$ cat config.mk
export PLATFORM = sky130hd
export DESIGN_NAME = ivfs_supervisor
export DESIGN_NICKNAME = d
export VERILOG_FILES = /design/src/common/ivfs_pkg.sv /design/src/logic/ivfs_fault_resp.sv /design/src/logic/ivfs_supervisor.sv
export VERILOG_INCLUDE_DIRS = /design/src /design/src/common
export SDC_FILE = /design/constraint.sdc
export NUM_CORES = 1
export LEC_CHECK = 0
export ABC_AREA = 1
export BUFFER_PORTS_ARGS = -buffer_cell sky130_fd_sc_hd__clkbuf_2
export CAP_MARGIN = 20
export CORE_MARGIN = 1.5
export CORE_UTILIZATION = 28
export DETAILED_ROUTE_END_ITERATION = 8
export GPL_TIMING_DRIVEN = 0
export MAX_ROUTING_LAYER = met4
export PLACE_DENSITY = 0.42
export SLEW_MARGIN = 20
export SYNTH_ARGS = -nofsm -noshare
export SYNTH_HDL_FRONTEND = slang
export SYNTH_HIERARCHICAL = 1
export SYNTH_SLANG_ARGS = --single-unit
export TNS_END_PERCENT = 100
$ cat constraint.sdc
create_clock -name ref_clk_i -period 6.01 [get_ports ref_clk_i]
set_clock_uncertainty 0.05 [all_clocks]
set_input_delay 0.3005 -clock ref_clk_i [delete_from_list [all_inputs] [get_ports ref_clk_i]]
set_output_delay 0.3005 -clock ref_clk_i [all_outputs]
set_load 0.01 [all_outputs]
$ cat src/common/ivfs_map.svh
// command codes, field positions, reset values and timing for the input voltage supervisor
`ifndef IVFS_MAP_SVH
`define IVFS_MAP_SVH

`define IVFS_CMD_CLEAR_FAULTS 8'h03
`define IVFS_CMD_OV_FAULT_THR 8'h55
`define IVFS_CMD_OV_FAULT_ACT 8'h56
`define IVFS_CMD_OV_WARN_THR 8'h57
`define IVFS_CMD_UV_WARN_THR 8'h58
`define IVFS_CMD_UV_FAULT_THR 8'h59
`define IVFS_CMD_UV_FAULT_ACT 8'h5A
`define IVFS_CMD_STATUS_WORD 8'h79
`define IVFS_CMD_STATUS_INPUT 8'h7C

`define IVFS_RST_OV_FAULT_THR 16'hD3A0
`define IVFS_RST_OV_WARN_THR 16'hD34D
`define IVFS_RST_UV_WARN_THR 16'hCA30
`define IVFS_RST_UV_FAULT_THR 16'hCA00
`define IVFS_RST_FAULT_ACT 8'h80

`define IVFS_ACT_BEH_HI 7
`define IVFS_ACT_BEH_LO 6
`define IVFS_ACT_RETRY_HI 5
`define IVFS_ACT_RETRY_LO 3
`define IVFS_ACT_DELAY_HI 2
`define IVFS_ACT_DELAY_LO 0
`define IVFS_RETRY_NONE 3'h0
`define IVFS_RETRY_FOREVER 3'h7

`define IVFS_L11_EXP_HI 15
`define IVFS_L11_EXP_LO 11
`define IVFS_L11_MAN_HI 10
`define IVFS_L11_MAN_LO 0
`define IVFS_MEAS_FRAC_BITS 8

`define IVFS_SI_OV_FAULT 7
`define IVFS_SI_OV_WARN 6
`define IVFS_SI_UV_WARN 5
`define IVFS_SI_UV_FAULT 4
`define IVFS_SW_INPUT 13
`define IVFS_SW_OFF 6
`define IVFS_SW_UV_FAULT 3
`define IVFS_SW_NONE_ABOVE 0

`define IVFS_CLK_MHZ 100
`define IVFS_OV_DLY_UNIT_US 1000
`define IVFS_UV_DLY_UNIT_US 1000
`define IVFS_OV_DLY_UNIT_CYC (`IVFS_OV_DLY_UNIT_US * `IVFS_CLK_MHZ)
`define IVFS_UV_DLY_UNIT_CYC (`IVFS_UV_DLY_UNIT_US * `IVFS_CLK_MHZ)

`endif

$ cat src/common/ivfs_pkg.sv
// types shared by the input voltage supervisor modules
package ivfs_pkg;

   typedef struct packed {
      logic valid;
      logic write;
      logic [7:0] code;
      logic [15:0] wdata;
   } ivfs_cmd_t;

   typedef enum logic [2:0] {
      IVFS_IDLE = 3'b000,
      IVFS_DELAY = 3'b001,
      IVFS_OFF = 3'b010,
      IVFS_HOLD = 3'b011,
      IVFS_LATCH = 3'b100
   } ivfs_resp_st_t;

   typedef struct packed {
      ivfs_resp_st_t st;
      logic [23:0] tick;
      logic [2:0] units;
      logic [2:0] used;
      logic en;
   } ivfs_resp_state_t;

   typedef struct packed {
      logic [15:0] ov_fault_thr;
      logic [7:0] ov_fault_act;
      logic [15:0] ov_warn_thr;
      logic [15:0] uv_warn_thr;
      logic [15:0] uv_fault_thr;
      logic [7:0] uv_fault_act;
      logic [7:0] sts_input;
      logic uv_cond;
      logic [15:0] rdata;
      logic rvalid;
      logic err;
   } ivfs_state_t;

endpackage : ivfs_pkg

$ cat src/logic/ivfs_fault_resp.sv
// fault response engine: delay, disable, retry and hold-while-present
`include "ivfs_map.svh"
module ivfs_fault_resp
   import ivfs_pkg::*;
#(
   parameter int DLY_UNIT_CYC = 100000
) (
   input wire logic ref_clk_i,
   input wire logic rst_n_i,
   input wire logic fault_i,
   input wire logic [7:0] action_i,
   input wire logic restart_i,
   output logic out_en_o,
   output logic latched_o
);

   ivfs_resp_state_t r_ff, nxt_r;
   logic [1:0] beh;
   logic [2:0] retry;
   logic [2:0] dly;
   logic wait_done;
   logic out_of_tries;

   assign beh = action_i[`IVFS_ACT_BEH_HI:`IVFS_ACT_BEH_LO];
   assign retry = action_i[`IVFS_ACT_RETRY_HI:`IVFS_ACT_RETRY_LO];
   assign dly = action_i[`IVFS_ACT_DELAY_HI:`IVFS_ACT_DELAY_LO];
   assign wait_done = (r_ff.tick == 24'h000000) && (r_ff.units == 3'h0);
   assign out_of_tries = (retry == `IVFS_RETRY_NONE) ||
                         ((retry != `IVFS_RETRY_FOREVER) && (r_ff.used >= retry));

   always_comb begin
      nxt_r = r_ff;
      // prescaled delay: units of DLY_UNIT_CYC cycles
      if (r_ff.tick != 24'h000000) begin
         nxt_r.tick = r_ff.tick - 24'h000001;
      end else if (r_ff.units != 3'h0) begin
         nxt_r.units = r_ff.units - 3'h1;
         nxt_r.tick = 24'(DLY_UNIT_CYC - 1);
      end
      unique case (r_ff.st)
         IVFS_IDLE: begin
            if (fault_i) begin
               unique case (beh)
                  2'b00: nxt_r.st = IVFS_IDLE;
                  2'b01: begin
                     nxt_r.st = IVFS_DELAY;
                     nxt_r.units = dly;
                     nxt_r.tick = 24'h000000;
                  end
                  2'b10: begin
                     nxt_r.st = out_of_tries ? IVFS_LATCH : IVFS_OFF;
                     nxt_r.units = dly;
                     nxt_r.tick = 24'h000000;
                     if (!out_of_tries && retry != `IVFS_RETRY_FOREVER) begin
                        nxt_r.used = r_ff.used + 3'h1;
                     end
                  end
                  2'b11: nxt_r.st = IVFS_HOLD;
               endcase
            end
         end
         IVFS_DELAY: begin
            if (!fault_i) begin
               nxt_r.st = IVFS_IDLE;
            end else if (wait_done) begin
               nxt_r.st = out_of_tries ? IVFS_LATCH : IVFS_OFF;
               nxt_r.units = dly;
               nxt_r.tick = 24'h000000;
               if (!out_of_tries && retry != `IVFS_RETRY_FOREVER) begin
                  nxt_r.used = r_ff.used + 3'h1;
               end
            end
         end
         IVFS_OFF: begin
            // restart after the interval, fault present or not
            if (wait_done) begin
               nxt_r.st = IVFS_IDLE;
            end
         end
         IVFS_HOLD: begin
            if (!fault_i) begin
               nxt_r.st = IVFS_IDLE;
            end
         end
         IVFS_LATCH: nxt_r.st = IVFS_LATCH;
         default: nxt_r.st = IVFS_IDLE;
      endcase
      if (restart_i) begin
         nxt_r.st = IVFS_IDLE;
         nxt_r.used = 3'h0;
      end
      nxt_r.en = (nxt_r.st == IVFS_IDLE) || (nxt_r.st == IVFS_DELAY);
   end

   always_ff @(posedge ref_clk_i or negedge rst_n_i) begin
      if (!rst_n_i) begin
         r_ff <= '{st: IVFS_IDLE, tick: 24'h000000, units: 3'h0, used: 3'h0, en: 1'b1};
      end else begin
         r_ff <= nxt_r;
      end
   end

   assign out_en_o = r_ff.en;
   assign latched_o = (r_ff.st == IVFS_LATCH);
endmodule : ivfs_fault_resp

$ cat src/logic/ivfs_supervisor.sv
// input voltage supervisor: thresholds, fault actions, sticky input status
// Functional notes
// - ov fault threshold resets to D3A0h, 14.5 V, range 0 to 16 V
// - all thresholds are L11 words, written and read back by word commands
// - ov warning threshold resets to D34Dh, 13.2 V, range 0 to 19 V
// - above ov warning: set input and catch-all summary bits, warn flag, alert
// - below uv warning: set input and catch-all summary bits, warn flag, alert
// - uv fault condition clears only after input rises above uv warning level
// - uv warning threshold resets to CA30h, 4.38 V, range 0 to 19 V
// - uv fault threshold resets to CA00h, 4 V, range 0 to 12 V
// - action byte: bits 7:6 behaviour, 5:3 retry, 2:0 delay count
// - both action bytes reset to 80h: disable, no retry
// - every fault sets its flag, held until the clear-faults command
// - behaviour 00: keep running, only flag the fault
// - behaviour 01: wait delay count, disable, then retry per retry field
// - behaviour 10: disable at once, then retry per retry field
// - behaviour 11: off while fault present, on again when it goes
// - retry 000: stay off until the device restarts
// - retry 001 to 110: that many restarts, spaced by the delay count
// - retry 111: restart forever without checking the fault
// - delay count sets both retry spacing and response wait, unit per fault type
// - summary bit 13 reports input events, bit 0 other faults or warnings
`include "ivfs_map.svh"
module ivfs_supervisor
   import ivfs_pkg::*;
#(
   parameter int OV_DLY_UNIT_CYC = `IVFS_OV_DLY_UNIT_CYC,
   parameter int UV_DLY_UNIT_CYC = `IVFS_UV_DLY_UNIT_CYC
) (
   input wire logic ref_clk_i,
   input wire logic rst_n_i,
   input wire ivfs_cmd_t cmd_i,
   input wire logic [15:0] vin_meas_i,
   input wire logic restart_i,
   output logic [15:0] rdata_o,
   output logic rvalid_o,
   output logic cmd_err_o,
   output logic [15:0] status_word_o,
   output logic alert_n_o,
   output logic out_en_o
);

   // threshold in volts scaled by 2^8, same scale as vin_meas_i
   function automatic logic signed [47:0] l11_to_fx(input logic [15:0] w);
      logic signed [4:0] ex;
      logic signed [47:0] man;
      logic signed [6:0] sh;
      ex = signed'(w[`IVFS_L11_EXP_HI:`IVFS_L11_EXP_LO]);
      man = 48'(signed'(w[`IVFS_L11_MAN_HI:`IVFS_L11_MAN_LO]));
      sh = 7'(ex) + 7'sd8;
      if (sh >= 7'sd0) begin
         l11_to_fx = man <<< sh;
      end else begin
         l11_to_fx = man >>> (-sh);
      end
   endfunction : l11_to_fx

   ivfs_state_t s_ff, nxt_s;
   logic signed [47:0] vin_fx;
   logic ov_fault_cond;
   logic ov_warn_cond;
   logic uv_warn_cond;
   logic uv_fault_set;
   logic uv_fault_release;
   logic clear_faults;
   logic ov_en;
   logic uv_en;
   logic ov_latched;
   logic uv_latched;
   logic [7:0] sts_events;
   logic [15:0] status_word;

   assign vin_fx = 48'(signed'({1'b0, vin_meas_i}));
   assign ov_fault_cond = vin_fx > l11_to_fx(s_ff.ov_fault_thr);
   assign ov_warn_cond = vin_fx > l11_to_fx(s_ff.ov_warn_thr);
   assign uv_warn_cond = vin_fx < l11_to_fx(s_ff.uv_warn_thr);
   assign uv_fault_set = vin_fx < l11_to_fx(s_ff.uv_fault_thr);
   assign uv_fault_release = vin_fx > l11_to_fx(s_ff.uv_warn_thr);
   assign clear_faults = cmd_i.valid && cmd_i.write && (cmd_i.code == `IVFS_CMD_CLEAR_FAULTS);

   always_comb begin
      sts_events = 8'h00;
      sts_events[`IVFS_SI_OV_FAULT] = ov_fault_cond;
      sts_events[`IVFS_SI_OV_WARN] = ov_warn_cond;
      sts_events[`IVFS_SI_UV_WARN] = uv_warn_cond;
      sts_events[`IVFS_SI_UV_FAULT] = s_ff.uv_cond;
   end

   always_comb begin
      status_word = 16'h0000;
      status_word[`IVFS_SW_INPUT] = |s_ff.sts_input;
      status_word[`IVFS_SW_NONE_ABOVE] = s_ff.sts_input[`IVFS_SI_OV_FAULT] |
                                         s_ff.sts_input[`IVFS_SI_OV_WARN] |
                                         s_ff.sts_input[`IVFS_SI_UV_WARN];
      status_word[`IVFS_SW_UV_FAULT] = s_ff.sts_input[`IVFS_SI_UV_FAULT];
      status_word[`IVFS_SW_OFF] = !out_en_o;
   end

   always_comb begin
      nxt_s = s_ff;
      nxt_s.rvalid = 1'b0;
      nxt_s.err = 1'b0;
      // uv fault condition with hysteresis to the warning level
      if (uv_fault_set) begin
         nxt_s.uv_cond = 1'b1;
      end else if (uv_fault_release) begin
         nxt_s.uv_cond = 1'b0;
      end
      if (cmd_i.valid) begin
         if (cmd_i.write) begin
            unique case (cmd_i.code)
               `IVFS_CMD_OV_FAULT_THR: nxt_s.ov_fault_thr = cmd_i.wdata;
               `IVFS_CMD_OV_WARN_THR: nxt_s.ov_warn_thr = cmd_i.wdata;
               `IVFS_CMD_UV_WARN_THR: nxt_s.uv_warn_thr = cmd_i.wdata;
               `IVFS_CMD_UV_FAULT_THR: nxt_s.uv_fault_thr = cmd_i.wdata;
               `IVFS_CMD_OV_FAULT_ACT: nxt_s.ov_fault_act = cmd_i.wdata[7:0];
               `IVFS_CMD_UV_FAULT_ACT: nxt_s.uv_fault_act = cmd_i.wdata[7:0];
               `IVFS_CMD_CLEAR_FAULTS: nxt_s.sts_input = 8'h00;
               default: nxt_s.err = 1'b1;
            endcase
         end else begin
            nxt_s.rvalid = 1'b1;
            unique case (cmd_i.code)
               `IVFS_CMD_OV_FAULT_THR: nxt_s.rdata = s_ff.ov_fault_thr;
               `IVFS_CMD_OV_WARN_THR: nxt_s.rdata = s_ff.ov_warn_thr;
               `IVFS_CMD_UV_WARN_THR: nxt_s.rdata = s_ff.uv_warn_thr;
               `IVFS_CMD_UV_FAULT_THR: nxt_s.rdata = s_ff.uv_fault_thr;
               `IVFS_CMD_OV_FAULT_ACT: nxt_s.rdata = {8'h00, s_ff.ov_fault_act};
               `IVFS_CMD_UV_FAULT_ACT: nxt_s.rdata = {8'h00, s_ff.uv_fault_act};
               `IVFS_CMD_STATUS_WORD: nxt_s.rdata = status_word;
               `IVFS_CMD_STATUS_INPUT: nxt_s.rdata = {8'h00, s_ff.sts_input};
               default: begin
                  nxt_s.rdata = 16'h0000;
                  nxt_s.rvalid = 1'b0;
                  nxt_s.err = 1'b1;
               end
            endcase
         end
      end
      // new events win over a clear in the same cycle
      nxt_s.sts_input = nxt_s.sts_input | sts_events;
   end

   always_ff @(posedge ref_clk_i or negedge rst_n_i) begin
      if (!rst_n_i) begin
         s_ff <= '{
            ov_fault_thr: `IVFS_RST_OV_FAULT_THR,
            ov_fault_act: `IVFS_RST_FAULT_ACT,
            ov_warn_thr: `IVFS_RST_OV_WARN_THR,
            uv_warn_thr: `IVFS_RST_UV_WARN_THR,
            uv_fault_thr: `IVFS_RST_UV_FAULT_THR,
            uv_fault_act: `IVFS_RST_FAULT_ACT,
            sts_input: 8'h00,
            uv_cond: 1'b0,
            rdata: 16'h0000,
            rvalid: 1'b0,
            err: 1'b0
         };
      end else begin
         s_ff <= nxt_s;
      end
   end

   ivfs_fault_resp #(
      .DLY_UNIT_CYC(OV_DLY_UNIT_CYC)
   ) u_ov_resp (
      .ref_clk_i(ref_clk_i),
      .rst_n_i(rst_n_i),
      .fault_i(ov_fault_cond),
      .action_i(s_ff.ov_fault_act),
      .restart_i(restart_i),
      .out_en_o(ov_en),
      .latched_o(ov_latched)
   );

   ivfs_fault_resp #(
      .DLY_UNIT_CYC(UV_DLY_UNIT_CYC)
   ) u_uv_resp (
      .ref_clk_i(ref_clk_i),
      .rst_n_i(rst_n_i),
      .fault_i(s_ff.uv_cond),
      .action_i(s_ff.uv_fault_act),
      .restart_i(restart_i),
      .out_en_o(uv_en),
      .latched_o(uv_latched)
   );

   assign out_en_o = ov_en && uv_en;
   assign rdata_o = s_ff.rdata;
   assign rvalid_o = s_ff.rvalid;
   assign cmd_err_o = s_ff.err;
   assign status_word_o = status_word;
   assign alert_n_o = !(|s_ff.sts_input);
endmodule : ivfs_supervisor

After elaboration in Yosys (flattened, before gate mapping)
Index checks and enable logic that the tools add are counted.
{ "classes": {"bitwise_logic": 4, "shifts": 8, "reduce_logical": 48, "n_eq_ne": 35, "n_addsub": 14, "n_lt_le_gt_ge": 11, "muxes": 51} }
{ "ops": {"columns": ["operator", "count"], "rows": [
  ["two-way mux 48 bit", 4],
  ["<<< shifter 11 x 7 -> 48 bit", 4],
  [">>> shifter 11 x 7 -> 48 bit", 4],
  ["greater-than comparator 17 x 48 -> 1 bit", 3],
  ["two-way mux 33 bit", 4],
  ["case mux 16 bit (8 select lines)", 1],
  ["case mux 30 bit (2 select lines)", 2],
  ["two-way mux 27 bit", 4],
  ["< comparator 17 x 48 -> 1 bit", 2],
  ["== test 8 x 7 -> 1 bit (second input constant)", 8],
  ["two-way mux 30 bit", 2],
  ["two-way mux 3 bit", 18],
  ["zero test 24 bit", 2],
  ["two-way mux 24 bit", 2],
  ["nonzero test 24 bit", 2],
  ["subtractor 24 x 1 -> 24 bit (second input constant)", 2],
  ["case mux 3 bit (5 select lines)", 2],
  ["negator 6 -> 7 bit", 4],
  ["adder 5 x 5 -> 6 bit (second input constant)", 4],
  ["greater-or-equal comparator 6 x 1 -> 1 bit (second input constant)", 4],
  ["zero test 3 bit", 8],
  ["two-way mux 8 bit", 3],
  ["case mux 3 bit (4 select lines)", 2],
  ["inequality test 3 bit (second input constant)", 6],
  ["27 further kinds", 74]
]} }
{ "word_totals": {"elab_cells": 192, "out_inout_bits": 36, "reg_bits": 175, "input_bits": 45} }

Longest topological paths before layout
Gate-level depths: netlist of run 1.
{ "depth": {"ltp_word": 12, "mapped_depth": 34, "depth_no_buf": 32} }

Hierarchy
The synthesis of run 1 kept the hierarchy.
{ "by_module_without_submodules": {"columns": ["module", "cells_each", "instances", "seq_area_each_um2", "area_per_inst_um2"], "rows": [
  ["ivfs_supervisor", 1811, 1, 2612.5, 11227.0],
  ["ivfs_fault_resp at u_ov_resp", 301, 1, 852.1, 2518.7],
  ["ivfs_fault_resp at u_uv_resp", 325, 1, 852.1, 2392.3]
]} }

Worst setup path after synthesis of run 1
Ideal clock, no wire load.
{ "synth_path": {"kind": "reg2reg", "startpoint": "reg s_ff[105] in the netlist's numbering", "endpoint": "reg u_ov_resp/r_ff[1] in the netlist's numbering", "period_less_slack_ns": 4.507, "stages_incl_launch_ff": 29, "setup_ns": 0.113, "arrival_time_ns": 4.344, "n_path_buf": 3, "required_ns": 5.847, "slack_ns": 1.503, "cell_sequence": "dfstp_2 -> inv_1 -> clkbuf_1 -> clkbuf_1 -> ha_1 -> inv_1 -> nor2_4 -> inv_1 -> o21ai_1 -> nand3_1 -> nor2_1 -> inv_1 -> nor3_1 -> nor3_1 -> ha_1 -> nand2_1 -> or2_2 -> a31o_2 -> a31oi_1 -> nand2_1 -> nand2_1 -> clkbuf_2 -> o21ai_0 -> nor2_1 -> nand2_2 -> nand2_2 -> nand3_1 -> nand2_1 -> nor2_2"} }
{ "synth_between": {"elab_chain_cells": 7, "word_cells_on_any_way": 10, "classes_between": "add/sub: 2; order compare: 2; eq/ne: 2; shift: 2; mux: 1; reduce/logical: 1"} }
{ "synth_lines": {"columns": ["item", "line", "text"], "rows": [
  ["start, declared", "ivfs_supervisor.sv:58", "ivfs_state_t s_ff, nxt_s;"],
  ["start signal, assigned", "ivfs_supervisor.sv:146", "s_ff <= '{"],
  ["start signal, assigned", "ivfs_supervisor.sv:160", "s_ff <= nxt_s;"],
  ["adder 5 x 5 -> 6 bit (*)", "ivfs_supervisor.sv:50", "sh = 7'(ex) + 7'sd8;"],
  ["negator 6 -> 7 bit", "ivfs_supervisor.sv:54", "l11_to_fx = man >>> (-sh);"],
  [">>> shifter 11 x 7 -> 48 bit", "ivfs_supervisor.sv:54", null],
  ["two-way mux 48 bit (*)", "ivfs_supervisor.sv:51", "if (sh >= 7'sd0) begin"],
  ["greater-than comparator 17 x 48 -> 1 bit (*)", "ivfs_supervisor.sv:74", "assign ov_fault_cond = vin_fx > l11_to_fx(s_ff.ov_fault_thr);"],
  ["named net ov_fault_cond", "ivfs_supervisor.sv:60", "logic ov_fault_cond;"],
  ["inequality test 3 x 2 -> 1 bit (no source line)", null, null],
  ["AND reduction 5 bit (no source line) (*)", null, null],
  ["end signal, assigned", "ivfs_fault_resp.sv:97", "r_ff <= '{st: IVFS_IDLE, tick: 24'h000000, units: 3'h0, used: 3'h0, en: 1'b1};"],
  ["end signal, assigned", "ivfs_fault_resp.sv:99", "r_ff <= nxt_r;"],
  ["end, declared", "ivfs_fault_resp.sv:17", "ivfs_resp_state_t r_ff, nxt_r;"]
]} }
The timed path passes the listed nets; every way through them passes the cells marked *.
A chain may end at the register's enable or synchronous reset.

==> flow_summary_export.csv, run 1 <==
group,metric,value,unit
die,coreArea,56700,um2
setup_path,crit_fanout,19,
sta,slew_headroom,0.482,
final_layout,nFillCells,6317,
cts,cts.htree.levels,4,
setup_path,crit_arrival,5.84,ns
die,io_pins,81,
power,seq_power_share,0.371,
global_routing,grt_pass1_wl,94000,um
placed_design,port_buffers,68,
setup_path,crit_required,6.29,ns
power,switchingPower,0.00168,W
cts,clk_latency,0.46,ns
final_layout,final_cell_mix,"nand2_1 (649), inv_1 (246), nor2_1 (237), o21ai_0 (237), dfrtp_1 (141)",
final_layout,mostFrequentLayoutCell,"nand2_1",
global_routing,grt_max_degree,86,
global_routing,grt-ovfl-total,0,
cts,clockBufferDepth,2,
final_layout,diodes,0,
setup_path,cp-end-kind,"register",
power,power,0.00419,W
sta,worst_slew_pin_slew,0.778,ns
cts,postCtsSetupRepairBufs,0,
power,combinationalPowerShare,0.344,
power,ir_worst_vdd,0.174,mV
sta,max_freq,180,MHz
setup_path,crit_path_frequent_cell,"inv_1",
logic_synthesis,netlist_instances,2435,
detailed_routing,drc,0,
global_routing,grt_pass1_vias,15774,
logic_synthesis,synthesis.area,16100,um2
placed_design,post-dp-hpwl,49200,um
setup_path,worst-setup-path-type,"register to register",
job,drv_cap,0,
status,outcome,"finished, final reports clean",
cts,clk_pin_slew_worst_paths,0.07,ns
global_routing,grt.total_usage,0.210,
power,p_per_area,231,nW/um2
sta,grt_setup_unrepaired,"no",
placed_design,placed_cell_area,17500,um2
die,start_util,0.284,
power,internal-power,0.00251,W
detailed_routing,vias,16642,
setup_path,crit_chain,"inv_1, buf_2, ha_1, inv_1, nor2_4, inv_1, o21ai_1, nand3_1, nor2_2, inv_1, nor3_1, nor3_1, ha_1, nand2_1, or2_2, a31o_2, a31oi_1, nand2_2, nand2_1, clkbuf_2, nand3_1, nand2_4, buf_12, nor3_2",
setup_path,r2r_setup_slack,0.46,ns
sta,fin_hold_ws,0.118,ns
detailed_routing,ant_nets,0,
final_layout,nets,2678,
sta,hold_viol_final,0,
setup_path,crit_path_max_incr_delay,0.61,ns
final_layout,final_layout_size_suffix_gt1_frac,0.126,
power,p_sw_frac,0.401,
cts,cts_tree,"built",
cts,clock-sinks,171,
sta,setup_violations,0,
detailed_routing,routed_wl,60500,um
final_layout,final_core_util,0.320,
cts,cts_buffers,17,
logic_synthesis,yosysWarnings,6,
power,static-leakage-power,8.63,nW
die,dieArea,59100,um2
setup_path,slowest_stage,"dfstp_2",
final_layout,final_area,18100,um2
logic_synthesis,syn_avg_cell_area,6.62,um2
sta,finalCritPeriodShare,0.924,
setup_path,crit_path_start_kind,"register",
die,die_h,243,um
min_path,worstHoldPathType,"input port to register",
detailed_routing,vias_per_cell,5.04,
cts,cts-root-buf,"clkbuf_16",
power,p_clk_frac,0.285,
detailed_routing,drt-wirelength-per-cell,18.3,um
detailed_routing,drt_iter0_drc,1391,
detailed_routing,first_pass_iters,5,
sta,layout_min_cycle_time,5.55,ns
die,dieWidth,243,um
placed_design,place.gp.congestion,0.892,
die,rows,87,
sta,final_max_slew_viol_count,0,
final_layout,multiInputGateArea,10200,um2
final_layout,area_growth_syn_to_layout,12.5,%
global_routing,antenna_found_initial,0,
final_layout,area.sequential,4320,um2
-- flip-flops by register name, summed over array words and instances (netlist names) --
signal              flops
rvalid_o                1
u_uv_resp/out_en_o      1
cmd_err_o               1
u_ov_resp/r_ff         33
u_uv_resp/r_ff         33
s_ff                   84
rdata_o                16
status_word_o           1
u_ov_resp/out_en_o      1
-- stage by stage --
stage | setup WS (ns) | TNS [ns] | cells
final | 0.457 | 0 | 3304
after global routing | 0.0126 | 0 | 3304
after floorplan | 1.50 | 0 | 2446
after CTS | 0.0229 | 0 | 3305
after detailed placement | 0.0521 | 0 | 3272
after global placement | -0.0787 | -1.33 | 3270
-- path summary, 6_finish.rpt --
kind,end,cells after the start,from
setup / recovery,u_ov_resp/r_ff[17],24,s_ff[105]
max in group asynchronous,s_ff[76],3,rst_n_i
hold reg to reg,rdata_o[9],2,rdata_o[9]
min in group asynchronous,u_ov_resp/r_ff[21],2,rst_n_i
hold / removal,u_ov_resp/r_ff[1],2,restart_i
setup reg to reg,u_ov_resp/r_ff[17],24,s_ff[105]
-- power by group through the flow --
| stage | Sequential, W | Combinational [W] | Clock [W] |
|---|---|---|---|
| finish | 0.00156 | 0.00144 | 0.00120 |
| global route | 0.00159 | 0.00163 | 0.00127 |
| CTS | 0.00156 | 0.00145 | 0.00122 |
| detailed placement | 0.00158 | 0.00144 | 0 |
| global placement | 0.00158 | 0.00143 | 0 |
| floorplan | 0.00152 | 0.00108 | 0 |
-- worst max-delay path: cells and delay by family (launching register included) --
family | cells | cell delay, ns
AND/OR/NAND/NOR | 12 | 2.13
AO/OA/AOI/OAI | 3 | 0.80
adder cells (fa/ha/maj) | 2 | 0.68
buffers and inverters | 7 | 1.15
flip-flops | 1 | 0.61
-- repair_timing --
action                                  in CTS  in global routing
hold endpoints to repair                    55                  0
endpoints found under the setup margin       0                 34
gates resized for setup                      0                  6
hold buffers                                 1                  0
-- final cells by class --
type	instances	area share
buffer	114	0.0366
clock buffer	18	0.0237
clock inverter	14	0.0101
inverter	259	0.0539
multi-input combinational	1901	0.563
sequential	171	0.238
tap	756	0.0521
timing repair buffer	71	0.0228
-- routing by layer --
metal | part of all wire | track usage | routed length, um
met5 | 0 | - | 0
met4 | 0.014 | 0.0444 | 825
met3 | 0.044 | 0.0177 | 2670
met2 | 0.44 | 0.326 | 26800
met1 | 0.50 | 0.298 | 30200
Power figures use the tool's default switching activity.
==> inputs of run 2 (changes only) <==
==> constraint.sdc (replaced) <==
create_clock -name ref_clk_i -period 6.01 [get_ports ref_clk_i]
set_clock_uncertainty 0.05 [all_clocks]
set_input_delay 1.202 -clock ref_clk_i [delete_from_list [all_inputs] [get_ports ref_clk_i]]
set_output_delay 1.202 -clock ref_clk_i [all_outputs]
set_load 0.01 [all_outputs]
==> run 2 against run 1 <==
Net effect: combinational power is essentially flat; sequential power barely moved; cell count hardly changed; cell area barely moved; clock power barely moved; sequential cell count did not move; hold slack gained 0.32 ns; critical path depth unchanged; non-clock buffer count decreased by 1; first-iteration DRC count decreased by 2.9%; die area unchanged; wire length about the same.
==> flow_summary_export.csv, run 2 (same netlist as run 1, synthesis figures left out) <==
group,metric,value,unit
status,outcome,"finished, final reports clean",
final_layout,nFillCells,6318,
detailed_routing,vias,16694,
global_routing,grt_max_degree,86,
final_layout,final_layout_size_suffix_gt1_frac,0.126,
power,switchingPower,0.00168,W
sta,layout_min_cycle_time,5.55,ns
detailed_routing,drt_iter0_drc,1351,
global_routing,antenna_found_initial,0,
setup_path,cp-end-kind,"register",
sta,setup_violations,0,
final_layout,area_growth_syn_to_layout,12.4,%
sta,worst_slew_pin_slew,0.779,ns
sta,finalCritPeriodShare,0.924,
global_routing,grt-ovfl-total,0,
sta,hold_viol_final,0,
cts,clk_pin_slew_worst_paths,0.07,ns
power,seq_power_share,0.371,
detailed_routing,vias_per_cell,5.05,
global_routing,grt_pass1_vias,15768,
sta,fin_setup_tns,0,ns
final_layout,largest_reg_flops,84,
power,internal-power,0.00251,W
final_layout,nets,2677,
power,p_sw_frac,0.401,
setup_path,crit_required,6.29,ns
power,p_per_area,231,nW/um2
die,rows,87,
sta,final_max_slew_viol_count,0,
sta,grt_setup_unrepaired,"no",
final_layout,multiInputGateArea,10200,um2
placed_design,port_buffers,68,
detailed_routing,drc,0,
final_layout,final_cell_mix,"nand2_1 (649), inv_1 (246), nor2_1 (237), o21ai_0 (237), dfrtp_1 (141)",
detailed_routing,routed_wl,60500,um
final_layout,stdcell_count,3303,
final_layout,area.sequential,4320,um2
power,p_clk_frac,0.285,
cts,clockBufferDepth,2,
placed_design,post-dp-hpwl,49200,um
global_routing,grt.total_usage,0.210,
detailed_routing,ant_nets,0,
die,start_util,0.284,
die,io_pins,81,
job,drv_cap,0,
die,dieArea,59100,um2
cts,cts-root-buf,"clkbuf_16",
sta,max_freq,180,MHz
detailed_routing,first_pass_iters,6,
cts,clk_latency,0.46,ns
min_path,worstHoldPathType,"register to register",
setup_path,crit_fanout,19,
setup_path,crit_path_start_kind,"register",
final_layout,mostFrequentLayoutCell,"nand2_1",
die,dieWidth,243,um
final_layout,reg_top3,"s_ff: 84 flops, u_ov_resp/r_ff: 33 flops, u_uv_resp/r_ff: 33 flops",
power,ir_worst_vdd,0.174,mV
cts,cts.htree.levels,4,
final_layout,diodes,0,
die,die_h,243,um
power,static-leakage-power,8.63,nW
sta,slew_headroom,0.481,
power,power,0.00419,W
power,combinationalPowerShare,0.343,
global_routing,grt_pass1_wl,93900,um
cts,cts_buffers,17,
final_layout,largest-register,"s_ff",
detailed_routing,drt-wirelength-per-cell,18.3,um
setup_path,crit_arrival,5.83,ns
cts,clock-sinks,171,
placed_design,place.gp.congestion,0.892,
die,coreArea,56700,um2
final_layout,final_core_util,0.320,
setup_path,worst-setup-path-type,"register to register",
placed_design,post-place-cells,3272,
cts,cts_tree,"built",
## run 2: metal layers
metal	global-route usage	share of wire
met5	-	0
met4	0.0444	0.014
met3	0.0176	0.047
met2	0.326	0.44
met1	0.298	0.50
## run 2: final timing paths
| path | start | end | slack [ns] | depth (start not counted) |
|---|---|---|---|---|
| setup / recovery | s_ff[105] | u_ov_resp/r_ff[28] | 0.46 | 24 |
| hold / removal | rdata_o[2] | rdata_o[2] | 0.44 | 1 |
| setup reg to reg | s_ff[105] | u_ov_resp/r_ff[28] | 0.46 | 24 |
| hold reg to reg | rdata_o[2] | rdata_o[2] | 0.44 | 1 |
| max in group asynchronous | rst_n_i | s_ff[76] | 4.64 | 2 |
| min in group asynchronous | rst_n_i | u_ov_resp/r_ff[21] | 0.56 | 1 |
## run 2: area by class of cell
type                    count  area share
plain buffers             114      0.0366
clock buffers              18      0.0237
clock inverters            14      0.0101
inverters                 259      0.0539
multi-input cells        1901       0.563
flip-flops and latches    171       0.238
well taps                 756      0.0522
repair buffers             70      0.0223
## run 2: through the flow
step                instance area (um2)  setup WS, ns  hold WS, ns
detailed placement                17500        0.0521        0.425
global placement                  17500       -0.0787        0.418
finish                            18100         0.459        0.439
global route                      18100        0.0126        0.461
floorplan                         16200          1.50        0.395
CTS                               18100        0.0229        0.444
## run 2: critical path, cell delays in order, from the launching register on
cell and delay (ns):
dfstp_2 0.61, inv_1 0.08, buf_2 0.23, ha_1 0.38
inv_1 0.10, nor2_4 0.22, inv_1 0.19, o21ai_1 0.26
nand3_1 0.19, nor2_2 0.20, inv_1 0.12, nor3_1 0.25
nor3_1 0.09, ha_1 0.30, nand2_1 0.07, or2_2 0.29
a31o_2 0.25, a31oi_1 0.29, nand2_2 0.20, nand2_1 0.19
clkbuf_2 0.25, nand3_1 0.17, nand2_4 0.21, buf_12 0.17
nor3_2 0.05
## run 2: timing repair
item                       in CTS  in global routing
gates resized for setup         0                  6
buffers inserted                0                  0
hold buffers                    0                  0
setup endpoints to repair       0                 34
## run 2: power by group through the flow
stage	logic (W)	clock network, W	registers [W]
after floorplan	0.00108	0	0.00152
after global placement	0.00143	0	0.00158
after detailed placement	0.00144	0	0.00158
after CTS	0.00145	0.00122	0.00156
after global routing	0.00162	0.00127	0.00159
final	0.00144	0.00119	0.00156
